<file path="src/hdl/dtc_defs.vh">
// Purpose: shared constants of the dual timer/counter
// Assumes: included by bare name from every design file of the block
// Notes:   definitions only
`ifndef DTC_DEFS_VH
`define DTC_DEFS_VH

// clock and machine-cycle timing
`define DTC_CLK_PERIOD_NS   50
`define DTC_PHASES_PER_MC   4
`define DTC_PH_THREE        2'h2
`define DTC_PH_FOUR         2'h3
`define DTC_SLOW_DIV        12
`define DTC_FAST_DIV        4
`define DTC_SLOW_MC         (`DTC_SLOW_DIV / `DTC_FAST_DIV)
`define DTC_SLOW_MC_LAST    2'h2

// timer_mode_reg fields, per timer nibble
`define DTC_T0_NIB_LSB      0
`define DTC_T1_NIB_LSB      4
`define DTC_MODE_LO_BIT     0
`define DTC_MODE_HI_BIT     1
`define DTC_CNT_SEL_BIT     2
`define DTC_GATE_SEL_BIT    3

// operating modes {mode_sel_hi, mode_sel_lo}
`define DTC_MODE_13BIT      2'h0
`define DTC_MODE_16BIT      2'h1
`define DTC_MODE_RELOAD     2'h2
`define DTC_MODE_SPLIT      2'h3

// count byte write strobes
`define DTC_WR_T0_LOW       0
`define DTC_WR_T0_HIGH      1
`define DTC_WR_T1_LOW       2
`define DTC_WR_T1_HIGH      3

// reset values
`define DTC_COUNT_RST       8'h00
`define DTC_FLAG_RST        1'b0
`define DTC_BYTE_ONES       8'hFF

`endif

</file>
<file path="src/hdl/dtc_phase_gen.v">
// Purpose: machine-cycle phase sequencer and slow-rate divider
// Assumes: four clocks per machine cycle, one phase per clock
// Notes:   slow tick marks phase three of every third machine cycle
`timescale 1ns/100ps
`include "dtc_defs.vh"

module dtc_phase_gen (
  input  wire       clk,
  input  wire       rst_n,
  output wire       phase_three,
  output wire       phase_four,
  output wire       slow_tick
);

  reg  [1:0] phase;
  reg  [1:0] mc_cnt;

  always @(posedge clk or negedge rst_n) begin
    if (!rst_n) begin
      phase  <= 2'h0;
      mc_cnt <= 2'h0;
    end else begin
      phase <= phase + 2'h1;
      if (phase == `DTC_PH_FOUR) begin
        if (mc_cnt == `DTC_SLOW_MC_LAST)
          mc_cnt <= 2'h0;
        else
          mc_cnt <= mc_cnt + 2'h1;
      end
    end
  end

  assign phase_three = (phase == `DTC_PH_THREE);
  assign phase_four  = (phase == `DTC_PH_FOUR);
  assign slow_tick   = phase_three && (mc_cnt == 2'h0);

endmodule

</file>
<file path="src/hdl/dtc_pin_sampler.v">
// Purpose: synchronise external pins and detect falling edges per machine cycle
// Assumes: sample is the one-clock phase-four strobe
// Notes:   fall holds for a whole machine cycle, so it is seen by one phase three
`timescale 1ns/100ps
`include "dtc_defs.vh"

module dtc_pin_sampler #(
  parameter W = 4
) (
  input  wire         clk,
  input  wire         rst_n,
  input  wire [W-1:0] pins,
  input  wire         sample,
  output wire [W-1:0] level,
  output reg  [W-1:0] fall
);

  reg  [W-1:0] sync_a;
  reg  [W-1:0] sync_b;
  reg  [W-1:0] last;

  always @(posedge clk or negedge rst_n) begin
    if (!rst_n) begin
      sync_a <= {W{1'b0}};
      sync_b <= {W{1'b0}};
      last   <= {W{1'b0}};
      fall   <= {W{1'b0}};
    end else begin
      sync_a <= pins;
      sync_b <= sync_a;
      if (sample) begin
        last <= sync_b;
        fall <= last & ~sync_b;
      end
    end
  end

  assign level = sync_b;

endmodule

</file>
<file path="src/hdl/dtc_top.v">
// Purpose: two 16-bit timer/counters with four modes and overflow flags
// Assumes: 20 MHz CLK; control bits arrive as plain ports from the CPU side
// Notes:   machine cycle is four clocks; writes to count bytes win over counting
//
// Functional notes
// - each timer is a high byte and a low byte, separately writable
// - per timer: counter select picks clock or pin, two bits pick mode
// - count steps land only at machine-cycle phase three; byte writes land on any clock
// - clock counting runs at 1/12 clock, or 1/4 when rate select is 1
// - count pin sampled at phase four; high then low counts next phase three
// - timer 0 counts count_pin_0, timer 1 counts count_pin_1
// - mode 0: 13 bits, high byte plus low five bits of low byte
// - outside split mode, count only when run set and gate select clear or gate pin high
// - mode 0 wrap to zero sets the overflow flag
// - mode 1 equals mode 0 but uses all 16 bits
// - mode 2: low byte counts, reloads from high byte on wrap, sets flag
// - mode 2 still obeys run and gate, clock or pin source
// - split mode: timer 0 low byte uses all timer 0 controls and flag
// - split mode: timer 0 high byte counts clocks, runs on timer 1 run
// - timer 1 in mode 3 holds its count
// - while split, timer 1 runs modes 0-2 without run bit or flag
// - overflow flags clear on entry to their service routine
// - software may set or clear each overflow flag directly
`timescale 1ns/100ps
`include "dtc_defs.vh"

module dtc_top (
  input  wire       CLK,
  input  wire       RESET_N,
  input  wire [7:0] TIMER_MODE_REG,
  input  wire       TIMER0_RUN,
  input  wire       TIMER1_RUN,
  input  wire       TIMER0_RATE_SEL,
  input  wire       TIMER1_RATE_SEL,
  input  wire       COUNT_PIN_0,
  input  wire       COUNT_PIN_1,
  input  wire       EXT_IRQ0_GATE_PIN,
  input  wire       EXT_IRQ1_GATE_PIN,
  input  wire [3:0] CNT_WR_SEL,
  input  wire [7:0] CNT_WR_DATA,
  input  wire [1:0] FLAG_WR,
  input  wire [1:0] FLAG_WR_DATA,
  input  wire [1:0] ISR_ENTRY,
  output reg  [7:0] TIMER0_COUNT_LOW,
  output reg  [7:0] TIMER0_COUNT_HIGH,
  output reg  [7:0] TIMER1_COUNT_LOW,
  output reg  [7:0] TIMER1_COUNT_HIGH,
  output reg        TIMER0_OVERFLOW_FLAG,
  output reg        TIMER1_OVERFLOW_FLAG,
  output reg        TIMER1_BAUD_TICK,
  output wire       PHASE_THREE,
  output wire       PHASE_FOUR
);

  wire        slow_tick;
  wire [3:0]  pin_level;
  wire [3:0]  pin_fall;

  wire [3:0]  t0_nib;
  wire [3:0]  t1_nib;
  wire [1:0]  t0_mode;
  wire [1:0]  t1_mode;
  wire        t0_cnt_sel;
  wire        t1_cnt_sel;
  wire        t0_gate_sel;
  wire        t1_gate_sel;
  wire        split;

  wire        t0_clk_inc;
  wire        t1_clk_inc;
  wire        t0_src;
  wire        t1_src;
  wire        t0_gate_ok;
  wire        t1_gate_ok;
  wire        t0_inc;
  wire        t1_inc;
  wire        t0h_inc;

  reg  [16:0] next_t0;
  reg  [16:0] next_t1;
  reg  [8:0]  next_t0h_split;
  reg  [8:0]  next_t0l_split;
  wire        t0_ovf;
  wire        t1_ovf;
  wire        t0h_ovf;
  wire        tf0_set;
  wire        tf1_set;

  // one count step for one timer: returns {overflow, high, low}
  function [16:0] count_step;
    input [1:0] mode;
    input [7:0] hi;
    input [7:0] lo;
    input       inc;
    reg   [13:0] sum13;
    reg   [16:0] sum16;
    reg   [8:0]  sum8;
    begin
      sum13 = {1'b0, hi, lo[4:0]} + 14'h0001;
      sum16 = {1'b0, hi, lo} + 17'h00001;
      sum8  = {1'b0, lo} + 9'h001;
      count_step = {1'b0, hi, lo};
      if (inc) begin
        case (mode)
          `DTC_MODE_13BIT: begin
            // upper three low-byte bits ride along untouched
            count_step = {sum13[13], sum13[12:5], lo[7:5], sum13[4:0]};
          end
          `DTC_MODE_16BIT: begin
            count_step = sum16;
          end
          `DTC_MODE_RELOAD: begin
            if (sum8[8])
              count_step = {1'b1, hi, hi};
            else
              count_step = {1'b0, hi, sum8[7:0]};
          end
          default: begin
            count_step = {1'b0, hi, lo};
          end
        endcase
      end
    end
  endfunction

  dtc_phase_gen u_phase (
    .clk         (CLK),
    .rst_n       (RESET_N),
    .phase_three (PHASE_THREE),
    .phase_four  (PHASE_FOUR),
    .slow_tick   (slow_tick)
  );

  // bit order: count_pin_0, count_pin_1, gate 0, gate 1
  dtc_pin_sampler #(
    .W (4)
  ) u_pins (
    .clk    (CLK),
    .rst_n  (RESET_N),
    .pins   ({EXT_IRQ1_GATE_PIN, EXT_IRQ0_GATE_PIN, COUNT_PIN_1, COUNT_PIN_0}),
    .sample (PHASE_FOUR),
    .level  (pin_level),
    .fall   (pin_fall)
  );

  assign t0_nib      = TIMER_MODE_REG[`DTC_T0_NIB_LSB +: 4];
  assign t1_nib      = TIMER_MODE_REG[`DTC_T1_NIB_LSB +: 4];
  assign t0_mode     = {t0_nib[`DTC_MODE_HI_BIT], t0_nib[`DTC_MODE_LO_BIT]};
  assign t1_mode     = {t1_nib[`DTC_MODE_HI_BIT], t1_nib[`DTC_MODE_LO_BIT]};
  assign t0_cnt_sel  = t0_nib[`DTC_CNT_SEL_BIT];
  assign t1_cnt_sel  = t1_nib[`DTC_CNT_SEL_BIT];
  assign t0_gate_sel = t0_nib[`DTC_GATE_SEL_BIT];
  assign t1_gate_sel = t1_nib[`DTC_GATE_SEL_BIT];
  assign split       = (t0_mode == `DTC_MODE_SPLIT);

  // clock-cycle ticks land on phase three only
  assign t0_clk_inc = TIMER0_RATE_SEL ? PHASE_THREE : slow_tick;
  assign t1_clk_inc = TIMER1_RATE_SEL ? PHASE_THREE : slow_tick;

  // pin falls are held a machine cycle, consumed at phase three
  assign t0_src = t0_cnt_sel ? (pin_fall[0] & PHASE_THREE) : t0_clk_inc;
  assign t1_src = t1_cnt_sel ? (pin_fall[1] & PHASE_THREE) : t1_clk_inc;

  assign t0_gate_ok = ~t0_gate_sel | pin_level[2];
  assign t1_gate_ok = ~t1_gate_sel | pin_level[3];

  assign t0_inc = TIMER0_RUN & t0_gate_ok & t0_src;

  // while split, timer 1 loses its run bit and free-runs under its gate
  assign t1_inc = (split ? 1'b1 : TIMER1_RUN) & t1_gate_ok & t1_src;

  // split high byte: clock counter at timer 0 rate, run by timer 1 run bit
  assign t0h_inc = split & TIMER1_RUN & t0_clk_inc;

  always @* begin
    next_t0        = count_step(t0_mode, TIMER0_COUNT_HIGH, TIMER0_COUNT_LOW, t0_inc);
    next_t1        = count_step(t1_mode, TIMER1_COUNT_HIGH, TIMER1_COUNT_LOW, t1_inc);
    next_t0l_split = {1'b0, TIMER0_COUNT_LOW};
    next_t0h_split = {1'b0, TIMER0_COUNT_HIGH};
    if (t0_inc)
      next_t0l_split = {1'b0, TIMER0_COUNT_LOW} + 9'h001;
    if (t0h_inc)
      next_t0h_split = {1'b0, TIMER0_COUNT_HIGH} + 9'h001;
  end

  assign t0_ovf  = split ? next_t0l_split[8] : next_t0[16];
  assign t0h_ovf = next_t0h_split[8];
  assign t1_ovf  = next_t1[16];

  // timer 1 overflow reaches its flag only when it owns it
  assign tf0_set = t0_ovf;
  assign tf1_set = split ? t0h_ovf : t1_ovf;

  // timer 0 count bytes; software writes win over a same-cycle step
  always @(posedge CLK or negedge RESET_N) begin
    if (!RESET_N) begin
      TIMER0_COUNT_LOW  <= `DTC_COUNT_RST;
      TIMER0_COUNT_HIGH <= `DTC_COUNT_RST;
    end else begin
      if (CNT_WR_SEL[`DTC_WR_T0_LOW])
        TIMER0_COUNT_LOW <= CNT_WR_DATA;
      else if (split)
        TIMER0_COUNT_LOW <= next_t0l_split[7:0];
      else
        TIMER0_COUNT_LOW <= next_t0[7:0];
      if (CNT_WR_SEL[`DTC_WR_T0_HIGH])
        TIMER0_COUNT_HIGH <= CNT_WR_DATA;
      else if (split)
        TIMER0_COUNT_HIGH <= next_t0h_split[7:0];
      else
        TIMER0_COUNT_HIGH <= next_t0[15:8];
    end
  end

  // timer 1 count bytes; mode 3 freezes them inside count_step
  always @(posedge CLK or negedge RESET_N) begin
    if (!RESET_N) begin
      TIMER1_COUNT_LOW  <= `DTC_COUNT_RST;
      TIMER1_COUNT_HIGH <= `DTC_COUNT_RST;
    end else begin
      if (CNT_WR_SEL[`DTC_WR_T1_LOW])
        TIMER1_COUNT_LOW <= CNT_WR_DATA;
      else
        TIMER1_COUNT_LOW <= next_t1[7:0];
      if (CNT_WR_SEL[`DTC_WR_T1_HIGH])
        TIMER1_COUNT_HIGH <= CNT_WR_DATA;
      else
        TIMER1_COUNT_HIGH <= next_t1[15:8];
    end
  end

  // overflow flags: a hardware set beats any clear in the same cycle
  always @(posedge CLK or negedge RESET_N) begin
    if (!RESET_N) begin
      TIMER0_OVERFLOW_FLAG <= `DTC_FLAG_RST;
      TIMER1_OVERFLOW_FLAG <= `DTC_FLAG_RST;
    end else begin
      if (tf0_set)
        TIMER0_OVERFLOW_FLAG <= 1'b1;
      else if (FLAG_WR[0])
        TIMER0_OVERFLOW_FLAG <= FLAG_WR_DATA[0];
      else if (ISR_ENTRY[0])
        TIMER0_OVERFLOW_FLAG <= 1'b0;
      if (tf1_set)
        TIMER1_OVERFLOW_FLAG <= 1'b1;
      else if (FLAG_WR[1])
        TIMER1_OVERFLOW_FLAG <= FLAG_WR_DATA[1];
      else if (ISR_ENTRY[1])
        TIMER1_OVERFLOW_FLAG <= 1'b0;
    end
  end

  // baud source keeps running from timer 1 even while split
  always @(posedge CLK or negedge RESET_N) begin
    if (!RESET_N)
      TIMER1_BAUD_TICK <= 1'b0;
    else
      TIMER1_BAUD_TICK <= t1_ovf;
  end

endmodule

</file>
<file path="config.mk">
export PLATFORM = sky130hd
export DESIGN_NAME = dtc_top
export DESIGN_NICKNAME = d
export VERILOG_FILES = /design/src/hdl/dtc_phase_gen.v /design/src/hdl/dtc_pin_sampler.v /design/src/hdl/dtc_top.v
export VERILOG_INCLUDE_DIRS = /design/src /design/src/hdl
export SDC_FILE = /design/constraint.sdc
export NUM_CORES = 1
export LEC_CHECK = 0
export ABC_AREA = 1
export BUFFER_PORTS_ARGS = -buffer_cell sky130_fd_sc_hd__buf_2
export CORE_MARGIN = 2
export CORE_UTILIZATION = 50
export CTS_CLUSTER_DIAMETER = 50
export DETAILED_ROUTE_END_ITERATION = 8
export GPL_ROUTABILITY_DRIVEN = 0
export MAX_ROUTING_LAYER = met4
export PLACE_DENSITY = 0.76
export SETUP_SLACK_MARGIN = 0.02
export SYNTH_ARGS = -nofsm -noshare
export SYNTH_HDL_FRONTEND = slang
export SYNTH_SLANG_ARGS = --single-unit
</file>
<file path="constraint.sdc">
create_clock -name CLK -period 1.5 [get_ports CLK]
set_input_delay 0.3 -clock CLK [delete_from_list [all_inputs] [get_ports CLK]]
set_output_delay 0.3 -clock CLK [all_outputs]
set_load 0.03 [all_outputs]
</file>
==> results of run 1 <==
[worst paths after layout]
kind / from / end / slack, ps / depth (start not counted)
max: u_phase.phase[0] / TIMER1_COUNT_LOW[2] / -140 / 11
min: EXT_IRQ0_GATE_PIN / u_pins.sync_a[2] / 90 / 1
max reg2reg: u_phase.phase[0] / TIMER1_COUNT_LOW[2] / -140 / 11
min in group asynchronous: RESET_N / TIMER0_COUNT_HIGH[7] / 490 / 3
max in group asynchronous: RESET_N / TIMER1_COUNT_HIGH[2] / 740 / 3
min reg2reg: u_pins.sync_a[3] / u_pins.level[3] / 360 / 0
[kinds of logic (layout without fill, tap and decap cells)]
kind of cell	Yosys count	in the layout	synth area share, %
adders and majority gates	9	9	2.83
muxes	2	2	0.503
xor gates and xnor gates	7	7	1.54
AOI/OAI and AO/OA	78	78	11.6
buffers and inverters	94	266	8.99
and+or+nand+nor	393	394	42.5
DFF	51	51	32.1
[where the power goes]
group | total [uW] | switching [uW] | internal (uW)
Combinational | 1350 | 850 | 503
Sequential | 1610 | 127 | 1480
Clock | 1010 | 510 | 498
Total | 3970 | 1490 | 2480
[layout make-up]
| class | count | share of cell area [%] |
|---|---|---|
| timing repair buffer | 173 | 20.0 |
| clock inverter | 3 | 0.745 |
| clock buffer | 5 | 1.17 |
| inverter | 85 | 5.69 |
| multi-input combinational | 490 | 48.0 |
| tap | 102 | 2.17 |
| sequential | 51 | 22.2 |
[routing by layer]
metal	up-vias	GRT usage (%)	wire length [um]
li1	2402	-	-
met1	2399	43.4	5530
met2	355	55.7	6980
met3	68	4.67	1400
met4	0	11.8	486
met5	-	-	0
[through the flow]
step                      area (um2)  worst slack, ps
after detailed placement        5240             -170
after floorplan                 4180            -71.3
after CTS                       5700            -70.0
after global routing            5880             -231
after global placement          5240             -118
final                           5880             -139
[layout by cell type, fill, tap and decap left out, drive strengths merged]
master	synthesis	layout
a21oi	14	14
a31oi	2	2
and2	1	1
nor3	6	6
or2	3	3
a221oi	1	1
bufinv	0	1
xor2	6	6
nand4	12	12
nor4	1	1
mux2i	2	2
xnor2	1	1
o21ai	42	42
ha	9	9
o211ai	12	12
inv	83	83
o31ai	2	2
dlygate4sd3	0	1
nor2	62	63
buf	4	172
o32ai	2	2
nand2	219	219
a22o	1	1
clkbuf	5	5
o22ai	2	2
dfrtp	51	51
nand3b	1	1
nand3	88	88
clkinv	2	4
[state kept, by name, indices dropped and copies added (netlist names)]
register,flops
TIMER1_COUNT_LOW,8
TIMER0_OVERFLOW_FLAG,1
u_pins.level,4
u_pins.sync_a,4
u_pins.last,2
TIMER0_COUNT_HIGH,8
TIMER0_COUNT_LOW,8
TIMER1_BAUD_TICK,1
TIMER1_OVERFLOW_FLAG,1
u_phase.mc_cnt,2
u_phase.phase,2
TIMER1_COUNT_HIGH,8
u_pins.fall,2
[timing repair]
| action | 4_1_cts | 5_1_grt |
|---|---|---|
| hold buffers | 1 | 0 |
| gates resized for setup | 75 | 28 |
| setup endpoints to repair | 37 | 38 |
| cloned | 1 | 0 |
| pin swaps | 36 | 25 |
| hold endpoints to repair | 45 | 0 |
| buffers inserted | 11 | 10 |
==> results.toml, run 1 <==
[outcome]
status = "finished with violations"
violations = "negative setup slack"

[sta]
rsz0062_at_grt = "yes"
hold_viol = 0
worst_slack_ps = -139
period_needed_ps = 1640
worst_pin_slew_ps = 379
setup_viol = 32
finClkSkew_ps = 15.1
whs_ps = 88.9
fmax_mhz = 610
maxSlewViolCount = 0
period_share_pct = 109
max-slew-margin-rel_pct = 74.7
tns_ps = -2940

[layout]
final_util_pct = 76.0
diodes = 0
syn_to_final_growth_pct = 47.6
instances_no_fill = 909
num-fill-cells = 558
fin_nets = 851
multi_input_area_mm2 = 0.00282
drive_gt1_share_pct = 36.6
seqCellArea_mm2 = 0.00130

[power]
total_power_uw = 3970
ir_drop_v = 0.000566
p_leak_uw = 0.00297
powerDensity_mw_per_mm2 = 676

[floorplanning]
io_pins = 73
die_area_mm2 = 0.00869
fp-row-count = 32
die_w_um = 93.2
initial_utilization_pct = 51.5
fp.coreArea_mm2 = 0.00773
fp.dieH_um = 93.2

[clock_tree]
cts_buffer_depth = 2
clkSinkCount = 51
cts_root_buf = "clkbuf_8"
clk_pin_slew_ps = 100
clkLatencyLatePin_ps = 320
cts-buffers-inserted = 5
cts_tree = "done"
htreeDepth = 2

[setup_path]
worstPathMaxFanout = 4
required_ps = 1750
crit_chain = "inv_2, ha_4, o21ai_4, nor2_4, buf_4, nand3_4, nor2_4, nand2_1, inv_2, nand2_1, nand2_1"
crit_top_cell = "nand2_1"
path_class = "reg2reg"
setup.worst_path.start_class = "flip-flop"
slowest_stage = "dfrtp_1"
cp.arrival_ps = 1890
crit_buf_inv = 3
cp_top_family = "simple AND/OR/NAND/NOR gates"
crit_path_end_kind = "flip-flop"
cpPeakStageDelay_ps = 400

[synth]
synth_edf_count = 0
synth.area.top_cells = "dfrtp_1 (32%), nand2_1 (20%), nand3_1 (11%), inv_1 (7.4%), nor2_1 (5.7%)"
syn_inst = 634
synth.distinct_cells = 39
netlist_area_mm2 = 0.00398
yosysWarnings = 0
synth_top_cell_by_area = "dfrtp_1"
ys_async_sr_fraction_pct = 100
yosysSeqAreaShare_pct = 32.1
synth.most_common_cell = "nand2_1"
syn_nets = 679
syn_avg_cell_area_um2 = 6.28
synthTopCellsByCount = "nand2_1 (217), nand3_1 (85), inv_1 (78)"
synth_flop_cell = "dfrtp_1"
synthDominantCellAreaShare_pct = 32.1
synth_seq_cells = 51

[detailed_routing]
viasPerCell = 5.75
drc = 0
wl_per_cell_um = 15.8
dr.pass1.iters = 6
vias = 5224
ant_nets = 0
drtIter0Drc = 614
wl_mm = 14.4

[global_route]
antenna_found_initial = 0
grt_max_degree = 52
grt_pass1_wl_mm = 23.1
grt_pass1_vias = 4925
grt-ovfl-total = 0
grt_util_all_layers_pct = 34.0

[place]
post-dp-hpwl_mm = 10.4
portBuffers = 72
placed_cells = 880

[min_path]
min_path_type = "in2reg"

[flow_run]
drv_cap = 0
(Power assumes the default switching activity.)
==> inputs of run 2 (changes only) <==
--- a/config.mk
+++ b/config.mk
@@ -6,15 +6,14 @@
 export SDC_FILE = /design/constraint.sdc
 export NUM_CORES = 1
 export LEC_CHECK = 0
-export ABC_AREA = 1
 export BUFFER_PORTS_ARGS = -buffer_cell sky130_fd_sc_hd__buf_2
 export CORE_MARGIN = 2
-export CORE_UTILIZATION = 50
+export CORE_UTILIZATION = 45
 export CTS_CLUSTER_DIAMETER = 50
 export DETAILED_ROUTE_END_ITERATION = 8
 export GPL_ROUTABILITY_DRIVEN = 0
 export MAX_ROUTING_LAYER = met4
-export PLACE_DENSITY = 0.76
+export PLACE_DENSITY = 0.71
 export SETUP_SLACK_MARGIN = 0.02
 export SYNTH_ARGS = -nofsm -noshare
 export SYNTH_HDL_FRONTEND = slang
==> results.toml, run 2 <==
[outcome]
status = "finished with violations"
violations = "negative setup slack"

[sta]
setup_viol = 37
period_share_pct = 131
period_needed_ps = 1960
maxSlewViolCount = 0
worst_pin_slew_ps = 375
hold_viol = 0
finClkSkew_ps = 11.3
worst_slack_ps = -460
max-slew-margin-rel_pct = 74.9
rsz0062_at_grt = "yes"
whs_ps = 83.2
fmax_mhz = 510

[layout]
mostFrequentLayoutCell = "buf_4"
drive_gt1_share_pct = 52.1
layout_common_cells = "buf_4 (102), buf_2 (69), nand2_1 (44)"
final_area_mm2 = 0.00552
multi_input_area_mm2 = 0.00250
diodes = 0
instances_no_fill = 690
fin_nets = 635
seqCellArea_mm2 = 0.00129
syn_to_final_growth_pct = 64.1
num-fill-cells = 477

[detailed_routing]
dr.pass1.iters = 6
wl_per_cell_um = 18.5
wl_mm = 12.8
ant_nets = 0
drtIter0Drc = 482
vias = 4162
drc = 0
viasPerCell = 6.03

[setup_path]
crit_chain = "inv_2, ha_4, or4b_4, nor3_4, and2_4, a21o_1, o21ai_1, o211ai_1"
crit_path_end_kind = "flip-flop"
slowest_stage = "or4b_4"
worstPathMaxFanout = 7
cp.arrival_ps = 2180
crit_buf_inv = 1
setup.worst_path.start_class = "flip-flop"
path_class = "reg2reg"
cp_top_family = "simple AND/OR/NAND/NOR gates"
cpPeakStageDelay_ps = 470
required_ps = 1720

[clock_tree]
clkLatencyLatePin_ps = 320
clkSinkCount = 51
cts_buffer_depth = 2
cts_root_buf = "clkbuf_8"
htreeDepth = 2
cts-buffers-inserted = 5
clk_pin_slew_ps = 110
cts_tree = "done"

[power]
ir_drop_v = 0.000413
powerDensity_mw_per_mm2 = 673
total_power_uw = 3720
p_leak_uw = 0.00239

[place]
place_ws_ps = -760
post-dp-hpwl_mm = 8.55
portBuffers = 72
placedInstanceArea_mm2 = 0.00473
placed_cells = 657

[synth]
synth_edf_count = 0
synth.distinct_cells = 64
synth.most_common_cell = "dfrtp_1"
synth_seq_cells = 51
ys_async_sr_fraction_pct = 100
syn_inst = 401
synthDominantCellAreaShare_pct = 37.9
synthTopCellsByCount = "dfrtp_1 (51), nand2_1 (46), nor2_1 (38)"
synth_top_cell_by_area = "dfrtp_1"
syn_nets = 446
yosysSeqAreaShare_pct = 37.9
yosysWarnings = 0
synth.area.top_cells = "dfrtp_1 (38%), o21ai_0 (5.2%), nand2_1 (5.1%), nor2_1 (4.2%), a21oi_1 (3.9%)"
synth_flop_cell = "dfrtp_1"
netlist_area_mm2 = 0.00337
syn_avg_cell_area_um2 = 8.39

[global_route]
grt_pass1_vias = 3981
grt-ovfl-total = 0
grt_pass1_wl_mm = 19.9
grt_util_all_layers_pct = 31.1
grt_max_degree = 52
antenna_found_initial = 0

[floorplanning]
die_w_um = 90.5
initial_utilization_pct = 46.4
fp.dieH_um = 90.5
fp.coreArea_mm2 = 0.00725
io_pins = 73
fp-row-count = 31
die_area_mm2 = 0.00819

[min_path]
min_path_type = "in2reg"

[flow_run]
drv_cap = 0
-- run 2: cell count changes in the layout (fill, tap and decap cells not counted), moves of 12 or more --
cell / previous run / this run
nand2_1: 201 / 44
nand3_1: 75 / 12
inv_1: 72 / 15
buf_6: 11 / 26
buf_4: 89 / 102
nor2_1: 39 / 26
a21oi_1: 8 / 20
o21ai_1: 11 / 23
-- run 2: cell type report --
| type | instances | share of cell area (%) |
|---|---|---|
| multi-input combinational | 316 | 45.3 |
| timing repair buffer | 200 | 26.2 |
| sequential | 51 | 23.4 |
| tap | 99 | 2.24 |
| clock buffer | 5 | 1.25 |
| inverter | 16 | 1.09 |
| clock inverter | 3 | 0.476 |
-- run 2: what timing repair did --
action                                  in CTS  in global routing
endpoints found under the setup margin      37                 38
pin swaps                                   52                 23
resized for setup                           88                 33
hold buffers                                 1                  0
endpoints found under the hold margin       51                  0
setup buffers                               15                 11
-- run 2: cells by family after synthesis --
| group | Yosys count | synth area share [%] |
|---|---|---|
| adders and majority gates | 9 | 3.35 |
| buffers and inverters | 34 | 3.94 |
| AOI/OAI and AO/OA | 118 | 23.0 |
| xor gates and xnor gates | 17 | 4.42 |
| muxes | 8 | 2.45 |
| and+or+nand+nor | 164 | 24.9 |
| DFF | 51 | 37.9 |
-- run 2: layer usage --
layer,share of wire (%),GRT usage [%]
met1,40,41.4
met2,47,48.6
met3,8.5,3.67
met4,4.6,12.3
met5,0,-
-- run 2: worst paths after layout --
path	from	end	slack (ps)	cells after the start
max in group asynchronous	RESET_N	TIMER1_COUNT_LOW[5]	740	3
max reg2reg	u_phase.phase[0]	TIMER1_COUNT_HIGH[4]	-460	8
min in group asynchronous	RESET_N	u_pins.level[2]	500	3
min reg2reg	u_pins.sync_a[2]	u_pins.level[2]	360	0
min	EXT_IRQ0_GATE_PIN	u_pins.sync_a[2]	80	1
max	u_phase.phase[0]	TIMER1_COUNT_HIGH[4]	-460	8
-- run 2: metrics by stage --
step                setup TNS [ps]  utilization [%]
floorplan                    -7140                -
global placement            -11780             65.2
detailed placement          -13580             65.2
CTS                          -8950             73.2
global route                -13070             76.1
finish                       -9710             76.1
-- run 2: power by group --
part,leakage (uW),internal (uW),switching (uW)
sequential,0.000603,1480,100
combinational,0.00174,511,729
clock,0.0000495,349,550
total,0.00239,2340,1380
